==> config.mk <==
export PLATFORM = sky130hd
export DESIGN_NAME = rscf_top
export DESIGN_NICKNAME = d
export VERILOG_FILES = /design/src/rscf_pkg.sv /design/src/rscf_sync.sv /design/src/rscf_top.sv
export SDC_FILE = /design/constraint.sdc
export NUM_CORES = 1
export LEC_CHECK = 0
export BUFFER_PORTS_ARGS = -buffer_cell sky130_fd_sc_hd__clkbuf_2
export CAP_MARGIN = 20
export CORE_MARGIN = 2
export CORE_UTILIZATION = 45
export DETAILED_ROUTE_END_ITERATION = 8
export GPL_TIMING_DRIVEN = 0
export PLACE_DENSITY = 0.71
export SLEW_MARGIN = 10
export SYNTH_ARGS = -nofsm -noshare
export SYNTH_HDL_FRONTEND = slang
export SYNTH_SLANG_ARGS = --single-unit
export TNS_END_PERCENT = 20
==> constraint.sdc <==
create_clock -name clk_sys -period 2.25 [get_ports clk_sys]
set_clock_uncertainty 0.05 [all_clocks]
set_input_delay 0.5625 -clock clk_sys [delete_from_list [all_inputs] [get_ports clk_sys]]
set_output_delay 0.5625 -clock clk_sys [all_outputs]
set_load 0.03 [all_outputs]
==> src/rscf_pkg.sv <==
// Constants for the reset source combiner and its cause flags
package rscf_pkg;

    // ==========================================================
    // Register map
    localparam int unsigned ADDR_W  = 4;
    localparam int unsigned DATA_W  = 16;
    localparam logic [3:0]  RCS_OFF = 4'h0;

    // ==========================================================
    // Field positions of reset_cause_status
    localparam int unsigned POS_TRAP  = 15;
    localparam int unsigned POS_ILL   = 14;
    localparam int unsigned POS_VREG  = 8;
    localparam int unsigned POS_EXT   = 7;
    localparam int unsigned POS_SOFT  = 6;
    localparam int unsigned POS_SWDT  = 5;
    localparam int unsigned POS_TMO   = 4;
    localparam int unsigned POS_SLEEP = 3;
    localparam int unsigned POS_IDLE  = 2;
    localparam int unsigned POS_BOR   = 1;
    localparam int unsigned POS_POR   = 0;

    // ==========================================================
    // Implemented bits and values
    localparam logic [15:0] RCS_MASK   = 16'hc1ff;
    localparam logic [15:0] RCS_RST    = 16'h0003;
    localparam logic [15:0] RCS_BORCLR = 16'hc07c;
    localparam logic [15:0] RCS_PSVCLR = 16'h0010;

    // ==========================================================
    // Timing
    localparam int unsigned CLK_NS   = 40;
    localparam int unsigned TRST_NS  = 20000;
    localparam int unsigned TRST_CYC = (TRST_NS + CLK_NS - 1) / CLK_NS;
    localparam int unsigned CNT_W    = 10;

endpackage

==> src/rscf_sync.sv <==
// Three-stage pin synchroniser with agreement filter
`timescale 1ns/1ps

module rscf_sync #(
    parameter logic RST_VAL = 1'b1
) (
    input  wire logic clk_sys,
    input  wire logic arst_n,
    input  wire logic pin_in,
    output logic      level_q
);

    // ==========================================================
    // State
    typedef struct packed {
        logic s1;
        logic s2;
        logic s3;
        logic lvl;
    } rscf_sync_t;

    rscf_sync_t st_q;
    rscf_sync_t st_d;

    always_comb begin
        st_d    = st_q;
        st_d.s1 = pin_in;
        st_d.s2 = st_q.s1;
        st_d.s3 = st_q.s2;
        // Accept only when stages two and three agree
        if (st_q.s2 == st_q.s3) begin
            st_d.lvl = st_q.s3;
        end
    end

    always_ff @(posedge clk_sys or negedge arst_n) begin
        if (!arst_n) begin
            st_q <= {4{RST_VAL}};
        end else begin
            st_q <= st_d;
        end
    end

    assign level_q = st_q.lvl;

endmodule // rscf_sync

==> src/rscf_top.sv <==
// Reset source combiner with reset cause status register
//
// Implementation choices: the address-and-strobe port and the register offsets.
`timescale 1ns/1ps

module rscf_top #(
    parameter int unsigned HOLD_CYC = rscf_pkg::TRST_CYC
) (
    input  wire logic                     clk_sys,
    input  wire logic                     arst_n,
    input  wire logic                     brown_out_reset_n,
    input  wire logic                     external_clear_pin_n,
    input  wire logic                     soft_reset_req,
    input  wire logic                     watchdog_timeout,
    input  wire logic                     trap_conflict,
    input  wire logic                     illegal_access,
    input  wire logic                     sleep_entry,
    input  wire logic                     idle_entry,
    input  wire logic                     power_save_instruction,
    input  wire logic                     fuse_watchdog_enable,
    input  wire logic [rscf_pkg::ADDR_W-1:0] reg_addr,
    input  wire logic [rscf_pkg::DATA_W-1:0] reg_wdata,
    input  wire logic                     reg_wr,
    input  wire logic                     reg_rd,
    output logic [rscf_pkg::DATA_W-1:0]   reg_rdata,
    output logic                          master_reset_signal_n,
    output logic                          watchdog_enable,
    output logic                          regulator_sleep_standby
);

    // ==========================================================
    // State
    typedef struct packed {
        logic [15:0]                 status;
        logic [15:0]                 rdata;
        logic [rscf_pkg::CNT_W-1:0]  cnt;
        logic                        mrst_n;
        logic                        wdt_en;
        logic                        vreg;
    } rscf_state_t;

    rscf_state_t st_q;
    rscf_state_t st_d;

    logic        bor_lvl;
    logic        ext_lvl;
    logic        bor_act;
    logic        ext_act;
    logic        src_any;
    logic        wr_hit;
    logic [15:0] set_v;
    logic [15:0] clr_v;
    logic [15:0] base_v;

    // ==========================================================
    // Pin synchronisers
    rscf_sync #(.RST_VAL(1'b1)) u_bor_sync (
        .clk_sys (clk_sys),
        .arst_n  (arst_n),
        .pin_in  (brown_out_reset_n),
        .level_q (bor_lvl)
    );

    rscf_sync #(.RST_VAL(1'b1)) u_ext_sync (
        .clk_sys (clk_sys),
        .arst_n  (arst_n),
        .pin_in  (external_clear_pin_n),
        .level_q (ext_lvl)
    );

    assign bor_act = !bor_lvl;
    assign ext_act = !ext_lvl;

    assign src_any = bor_act | ext_act | soft_reset_req
                   | watchdog_timeout | trap_conflict
                   | illegal_access;

    assign wr_hit = reg_wr && (reg_addr == rscf_pkg::RCS_OFF);

    // ==========================================================
    // Next state
    always_comb begin
        st_d  = st_q;
        set_v = 16'h0000;
        clr_v = 16'h0000;
        set_v[rscf_pkg::POS_TRAP]  = trap_conflict;
        set_v[rscf_pkg::POS_ILL]   = illegal_access;
        set_v[rscf_pkg::POS_EXT]   = ext_act;
        set_v[rscf_pkg::POS_SOFT]  = soft_reset_req;
        set_v[rscf_pkg::POS_TMO]   = watchdog_timeout;
        set_v[rscf_pkg::POS_SLEEP] = sleep_entry;
        set_v[rscf_pkg::POS_IDLE]  = idle_entry;
        set_v[rscf_pkg::POS_BOR]   = bor_act;
        if (bor_act) begin
            clr_v = clr_v | rscf_pkg::RCS_BORCLR;
        end
        if (power_save_instruction) begin
            clr_v = clr_v | rscf_pkg::RCS_PSVCLR;
        end
        base_v = wr_hit ? (reg_wdata & rscf_pkg::RCS_MASK) : st_q.status;
        st_d.status = (base_v & ~clr_v) | set_v;

        // Read data valid one cycle after strobe only
        st_d.rdata = 16'h0000;
        if (reg_rd && (reg_addr == rscf_pkg::RCS_OFF)) begin
            st_d.rdata = st_q.status & rscf_pkg::RCS_MASK;
        end

        // Reset stretch while any source active
        // Status writes do not load counter
        if (src_any) begin
            st_d.cnt = HOLD_CYC[rscf_pkg::CNT_W-1:0];
        end else if (st_q.cnt != '0) begin
            st_d.cnt = st_q.cnt - 1'b1;
        end
        st_d.mrst_n = !src_any && (st_q.cnt == '0);

        st_d.wdt_en = st_q.status[rscf_pkg::POS_SWDT]
                    | fuse_watchdog_enable;
        st_d.vreg = st_q.status[rscf_pkg::POS_VREG];
    end

    // ==========================================================
    // Registers
    // Only power-on resets this state
    always_ff @(posedge clk_sys or negedge arst_n) begin
        if (!arst_n) begin
            st_q.status <= rscf_pkg::RCS_RST;
            st_q.rdata  <= 16'h0000;
            st_q.cnt    <= HOLD_CYC[rscf_pkg::CNT_W-1:0];
            st_q.mrst_n <= 1'b0;
            st_q.wdt_en <= 1'b0;
            st_q.vreg   <= 1'b0;
        end else begin
            st_q <= st_d;
        end
    end

    assign reg_rdata               = st_q.rdata;
    assign master_reset_signal_n   = st_q.mrst_n;
    assign watchdog_enable         = st_q.wdt_en;
    assign regulator_sleep_standby = st_q.vreg;

    // ==========================================================
    // Checks
    logic started_q;

    always_ff @(posedge clk_sys or negedge arst_n) begin
        if (!arst_n) begin
            started_q <= 1'b0;
        end else begin
            started_q <= 1'b1;
        end
    end

    por_value_a: assert property (
        @(posedge clk_sys) disable iff (!arst_n)
        !started_q |-> st_q.status == rscf_pkg::RCS_RST)
        else $error("status wrong after power-on");

    mrst_any_a: assert property (
        @(posedge clk_sys) disable iff (!arst_n)
        src_any |=> !master_reset_signal_n [*2])
        else $error("master reset not asserted");

    bor_reset_a: assert property (
        @(posedge clk_sys) disable iff (!arst_n)
        $fell(bor_lvl) |=> !master_reset_signal_n && st_q.status[1])
        else $error("brown-out not combined");

    trap_flag_a: assert property (
        @(posedge clk_sys) disable iff (!arst_n)
        trap_conflict |=> st_q.status[rscf_pkg::POS_TRAP])
        else $error("trap flag not set");

    illegal_flag_a: assert property (
        @(posedge clk_sys) disable iff (!arst_n)
        illegal_access |=> st_q.status[rscf_pkg::POS_ILL])
        else $error("illegal flag not set");

    unimpl_zero_a: assert property (
        @(posedge clk_sys) disable iff (!arst_n)
        reg_rdata[13:9] == 5'h00)
        else $error("unimplemented bits not zero");

    soft_flag_a: assert property (
        @(posedge clk_sys) disable iff (!arst_n)
        soft_reset_req |=> st_q.status[rscf_pkg::POS_SOFT])
        else $error("soft reset flag not set");

    tmo_clear_a: assert property (
        @(posedge clk_sys) disable iff (!arst_n)
        power_save_instruction && !watchdog_timeout
        |=> !st_q.status[rscf_pkg::POS_TMO])
        else $error("timeout flag not cleared");

    set_wins_a: assert property (
        @(posedge clk_sys) disable iff (!arst_n)
        watchdog_timeout && wr_hit |=> st_q.status[4])
        else $error("write beat hardware set");

    wdt_fuse_a: assert property (
        @(posedge clk_sys) disable iff (!arst_n)
        fuse_watchdog_enable |=> watchdog_enable)
        else $error("watchdog not forced on");

    vreg_follow_a: assert property (
        @(posedge clk_sys) disable iff (!arst_n)
        ##1 regulator_sleep_standby == $past(st_q.status[8]))
        else $error("regulator control mismatch");

    write_norst_a: assert property (
        @(posedge clk_sys) disable iff (!arst_n)
        wr_hit && !src_any && st_q.cnt == '0
        |=> master_reset_signal_n)
        else $error("write caused reset");

    ext_flag_a: assert property (
        @(posedge clk_sys) disable iff (!arst_n)
        ext_act |=> st_q.status[rscf_pkg::POS_EXT])
        else $error("external pin flag not set");

    tmo_flag_a: assert property (
        @(posedge clk_sys) disable iff (!arst_n)
        watchdog_timeout |=> st_q.status[rscf_pkg::POS_TMO])
        else $error("timeout flag not set");

    sleep_flag_a: assert property (
        @(posedge clk_sys) disable iff (!arst_n)
        sleep_entry |=> st_q.status[rscf_pkg::POS_SLEEP])
        else $error("sleep flag not set");

    idle_flag_a: assert property (
        @(posedge clk_sys) disable iff (!arst_n)
        idle_entry |=> st_q.status[rscf_pkg::POS_IDLE])
        else $error("idle flag not set");

    bor_flag_a: assert property (
        @(posedge clk_sys) disable iff (!arst_n)
        bor_act |=> st_q.status[rscf_pkg::POS_BOR])
        else $error("brown-out flag not set");

    bor_clear_a: assert property (
        @(posedge clk_sys) disable iff (!arst_n)
        bor_act && !watchdog_timeout
        |=> !st_q.status[rscf_pkg::POS_TMO])
        else $error("timeout flag kept on brown-out");

    wdt_soft_a: assert property (
        @(posedge clk_sys) disable iff (!arst_n)
        st_q.status[rscf_pkg::POS_SWDT] |=> watchdog_enable)
        else $error("watchdog not enabled by bit");

endmodule // rscf_top

==> After elaboration in Yosys (flattened, before gate mapping) <==
Index checks and enable logic that the tools add are counted.
{ "word_totals": {"register_bits": 53, "inputBits": 34, "out_inout_bits": 19, "word_cells": 42} }
{ "classes": {"n_addsub": 1, "n_eq_ne": 2, "mux": 6, "bitwise": 9, "n_reduce_logical": 10} }
{ "ops": {"columns": ["cell", "n"], "rows": [
  ["$mux W16", 3],
  ["$mux W10", 2],
  ["$and A16 B16 Y16", 1],
  ["$not A16 Y16", 1],
  ["$or A16 B16 Y16", 1],
  ["$logic_not A10 Y1", 1],
  ["$reduce_bool A10 Y1", 1],
  ["$sub A10 B1 Y10 const B", 1],
  ["$or A1 B1 Y1", 6],
  ["$mux W5", 1],
  ["$logic_not A4 Y1", 1],
  ["$logic_and A1 B1 Y1", 3],
  ["$logic_not A1 Y1", 3],
  ["$eq A1 B1 Y1", 2],
  ["$reduce_bool A2 Y1", 1]
]} }

==> Logic depth before layout (Yosys ltp) <==
{ "depth": {"ltp_word": 8, "ltp_mapped": 6, "ltp_nobuf": 6} }

==> Cells and area by module <==
A second synthesis with hierarchy kept.
{ "unflattened": {"cells_unflattened": 159, "hier_area_um2": 1859.3} }
{ "by_module_without_submodules": {"columns": ["module", "instances", "cells_each", "area_per_inst_um2", "seq_area_each_um2"], "rows": [
  ["rscf_top", 1, 149, 1626.6, 885.8],
  ["rscf_sync", 2, 5, 116.4, 105.1]
]} }

==> Worst setup path before layout <==
OpenSTA, ideal clock, no wires.
{ "synth_timing": {"path_kind": "input port to flip-flop", "start": "input reg_addr[1] in the netlist's numbering", "end": "register st_q[31] in the netlist's numbering", "setup_time_ns": 0.118, "arrival_time_ns": 1.605, "required_time_ns": 2.082, "path_slack_ns": 0.477, "path_stages": 5, "path_buffers": 1, "path_cell_list": "nor4_4 -> nand2_2 -> buf_6 -> mux2_4 -> a21o_1"} }
{ "synth_lines": {"columns": ["item", "line", "text"], "rows": [
  ["from (decl)", "rscf_top.sv:21", "input wire logic [rscf_pkg::ADDR_W-1:0] reg_addr,"],
  ["to (signal assigned)", "rscf_top.sv:135", "st_q <= st_d;"],
  ["to (decl)", "rscf_top.sv:42", "rscf_state_t st_q;"]
]} }

==> Worst setup path in the final report <==
{ "layout_timing": {"start": "register st_q[3] in the netlist's numbering", "end": "register st_q[12] in the netlist's numbering"} }
{ "layout_between": {"elab_chain_cells": 3, "word_cells_on_any_way": 5, "classes_between": "add/sub: 1; mux: 2; reduce/logical: 2"} }
{ "layout_rtl": {"columns": ["item", "line", "text"], "rows": [
  ["$sub A10 B1 Y10", "rscf_top.sv:114", "st_d.cnt = st_q.cnt - 1'b1;"],
  ["$mux W10", "rscf_top.sv:113", "end else if (st_q.cnt != '0) begin"],
  ["$mux W10", "rscf_top.sv:111", "if (src_any) begin"]
]} }
Parallel ways exist; a longest one is shown, timed or not. The select of a mux whose other input is x is not followed.
A chain may end at the register's enable or synchronous reset.

==> metrics.csv <==
stage;metric;value;unit
place;Area after DPL;2160;um2
place;DP HPWL;2400;um
global_routing;vias in the first global route;1237;
global_routing;grt met3 use;0.0592;
route;via count;1243;
floorplan;Core ar.;4000;um2
sta;Fmax;0.567;GHz
clock_network;cts repair resizes;0;
clock_network;Inserted Clock Buffers;5;
power_and_ir_drop;Power Dens Cells;699;nW/um2
floorplan;# IOs;53;
global_routing;initial antenna violation count;0;
sta;fin crit share;0.783;
yosys;share of synthesized registers carrying an async set or reset;1.00;
layout;Design Area, Final;2300;um2
global_routing;Overflow after GRT;0;
layout;fraction of layout cells with a size suffix above 1;0.495;
yosys;#FFs+latches synth;43;
yosys;sequential fraction of the synthesis area;0.587;
floorplan;num rows;23;
global_routing;met1 Usage GRT;0.208;
layout;nets@finish;240;
min_path;Hold/Removal Path Class;in2async;
place;IO Port Bufs;42;
clock_network;Clock Tree Buf Depth;2;
sta;worst slew pin tran;0.630;ns
floorplan;die area;4680;um2
sta;Tmin final;1.76;ns
clock_network;clk root buf;clkbuf_8;
clock_network;Worst-path clk slew;0.08;ns
run;MaxCap Viol Count;0;
route;drt wl/cell;13.1;um
sta;pins over their slew limit;0;
worst_setup_path;CP Cell Sequence;inv_1, ha_1, nor2b_1, nand3_2, nor4b_1, a31o_1;
floorplan;die width;68.4;um
sta;Fin. Hold Viols;0;
global_routing;largest net degree at the start of global routing;44;
clock_network;Num Clock Sinks;43;
layout;number of diodes;0;
worst_setup_path;CP Launch Type;flip-flop;
yosys;Syn Inst Count;151;
clock_network;Setup Buffers After CTS;0;
sta;final setup vio count;0;
floorplan;Die Span Y;68.4;um
route;DRT iter0 DRCs;103;
place;routability congestion estimate;0.750;
route;drc violations;0;
floorplan;starting density of the core;0.467;
yosys;Mapped Area;1870;um2
yosys;Unique masters post-synth;39;
global_routing;first-pass GRT wire length;5780;um
route;Antenna Nets Post-Route;0;
worst_setup_path;Crit path required time;2.39;ns
outcome;outcome;finished, final reports clean;
yosys;YS warnings;0;
power_and_ir_drop;worst vdd ir;0.000489;V
sta;setup tns final;0;ns
worst_setup_path;top cell family by delay on the critical path;simple AND/OR/NAND/NOR gates;
layout;Syn-to-layout area delta;23.2;%
sta;slew margin rel.;0.580;
yosys;Synth Flop Type;dfrtp_1;
worst_setup_path;CP max-delay cell;dfrtp_1;
clock_network;Hold Buf Count CTS;0;
worst_setup_path;Worst path max stage delay;0.42;ns
clock_network;htree depth;2;
power_and_ir_drop;Lkg Pwr;1.16;nW
route;DR pass1 iterations;4;
worst_setup_path;critical path class;reg2reg;
yosys;Avg Synthesized Cell Area;12.4;um2
worst_setup_path;Crit. End Element;flip-flop;
yosys;number of flops mapped to enable cells by yosys;0;
worst_setup_path;Buf/Inv on CP;1;
global_routing;met2 Use GR;0.279;
global_routing;total track usage;0.174;
global_routing;busiest grt layer;met2;
route;WL final;3370;um
sta;unrepaired setup endpoints after global routing;no;
worst_setup_path;CP Max Fanout;7;
clock_network;worst skew pair latency;0.30;ns
clock_network;CTS tree;built;
worst_setup_path;CP Data Arrival Time;1.90;ns
route;Vias/cell;4.86;
==> metrics by stage <==
stage               total power [mW]  setup slack (ns)   util  hold slack (ns)  instances
floorplan                      0.935             0.477      -            0.217        155
global placement               0.995             0.216  0.539            0.296        247
detailed placement              1.00             0.191  0.539            0.297        247
CTS                             1.62             0.473  0.568            0.276        255
global route                    1.67             0.276  0.575            0.251        256
finish                          1.61             0.487  0.575            0.215        256
==> worst paths after layout <==
kind                                               from                                 to  slack (ns)  depth (start not counted)
max reg2reg                         st_q[3]$_DFFE_PN0N_               st_q[12]$_DFFE_PN0N_        0.49                          6
min reg2reg                u_ext_sync.st_d[2]$_DFF_PN1_       u_ext_sync.st_d[1]$_DFF_PN1_        0.31                          0
min                                              arst_n  regulator_sleep_standby$_DFF_PN0_        0.21                          1
min in group clk_sys               external_clear_pin_n       u_ext_sync.st_d[2]$_DFF_PN1_        0.29                          1
max                                 st_q[3]$_DFFE_PN0N_               st_q[12]$_DFFE_PN0N_        0.49                          6
max in group asynchronous                        arst_n     u_ext_sync.level_q$_DFFE_PN1N_        1.34                          2
==> layout by cell type, fill, tap and decap left out, types with 3 or more instances in the layout <==
| cell | n |
|---|---|
| dfstp_2 | 16 |
| a211oi_1 | 3 |
| and3_1 | 9 |
| clkbuf_2 | 42 |
| conb_1 | 5 |
| clkbuf_8 | 6 |
| mux2_2 | 3 |
| nand2_1 | 7 |
| inv_1 | 5 |
| buf_4 | 16 |
| and3_2 | 3 |
| dfrtp_1 | 27 |
| nor2_1 | 6 |
| nand3_1 | 8 |
| a21o_1 | 6 |
| mux2_4 | 5 |
| clkbuf_1 | 3 |
==> routing by layer <==
metal  vias up  routed length, um
li1        618                  -
met1       588               1440
met2        30               1680
met3         7                172
met4         0                 70
met5         -                  0
==> report_power, final <==
group | total [mW] | internal, mW | leakage [nW] | switching (mW)
logic | 0.152 | 0.0717 | 0.582 | 0.0804
clock network | 0.619 | 0.359 | 0.0612 | 0.260
registers | 0.837 | 0.820 | 0.515 | 0.0175
==> state kept, by name, indices dropped and copies added (netlist names) <==
register and cells:
regulator_sleep_standby 1, master_reset_signal_n 1, u_ext_sync.level_q 1, watchdog_enable 1
u_ext_sync.st_d 2, st_d 1, u_ext_sync.st_q 1, u_bor_sync.st_d 2
st_q 20, reg_rdata 11, u_bor_sync.level_q 1, u_bor_sync.st_q 1
==> cells by family (layout without fill, tap and decap cells) <==
family	count (synthesis)	in the layout	share of synthesized area
AO/OA/AOI/OAI	19	19	0.0737
adder cells (fa/ha/maj)	3	3	0.0174
multiplexers	9	9	0.0636
XOR/XNOR	2	2	0.00938
buffers and inverters	25	76	0.0864
AND/OR/NAND/NOR	49	49	0.161
flip-flops	43	43	0.587
other	1	5	0.00201
==> cells in the mapped netlist (3+ instances only) <==
cell type / count / area share
nor2_1: 6 / 0.012
mux2_2: 3 / 0.018
a211oi_1: 3 / 0.012
clkbuf_1: 3 / 0.0060
dfrtp_1: 27 / 0.36
dfstp_2: 16 / 0.23
nand2_1: 7 / 0.014
mux2_4: 5 / 0.040
and3_1: 9 / 0.030
inv_1: 5 / 0.010
nand3_1: 8 / 0.021
a21o_1: 6 / 0.024
and3_2: 3 / 0.012
buf_4: 16 / 0.064
==> cell type report <==
type / count / area, um2
buffer: 20 / 143
multi-input combinational: 87 / 626
fill: 349 / 1700
inverter: 5 / 18.8
sequential: 43 / 1100
clock inverter: 2 / 35.0
timing repair buffer: 43 / 238
clock buffer: 6 / 82.6
tap: 50 / 62.6
No activity file was read; power rests on OpenSTA's default activity.
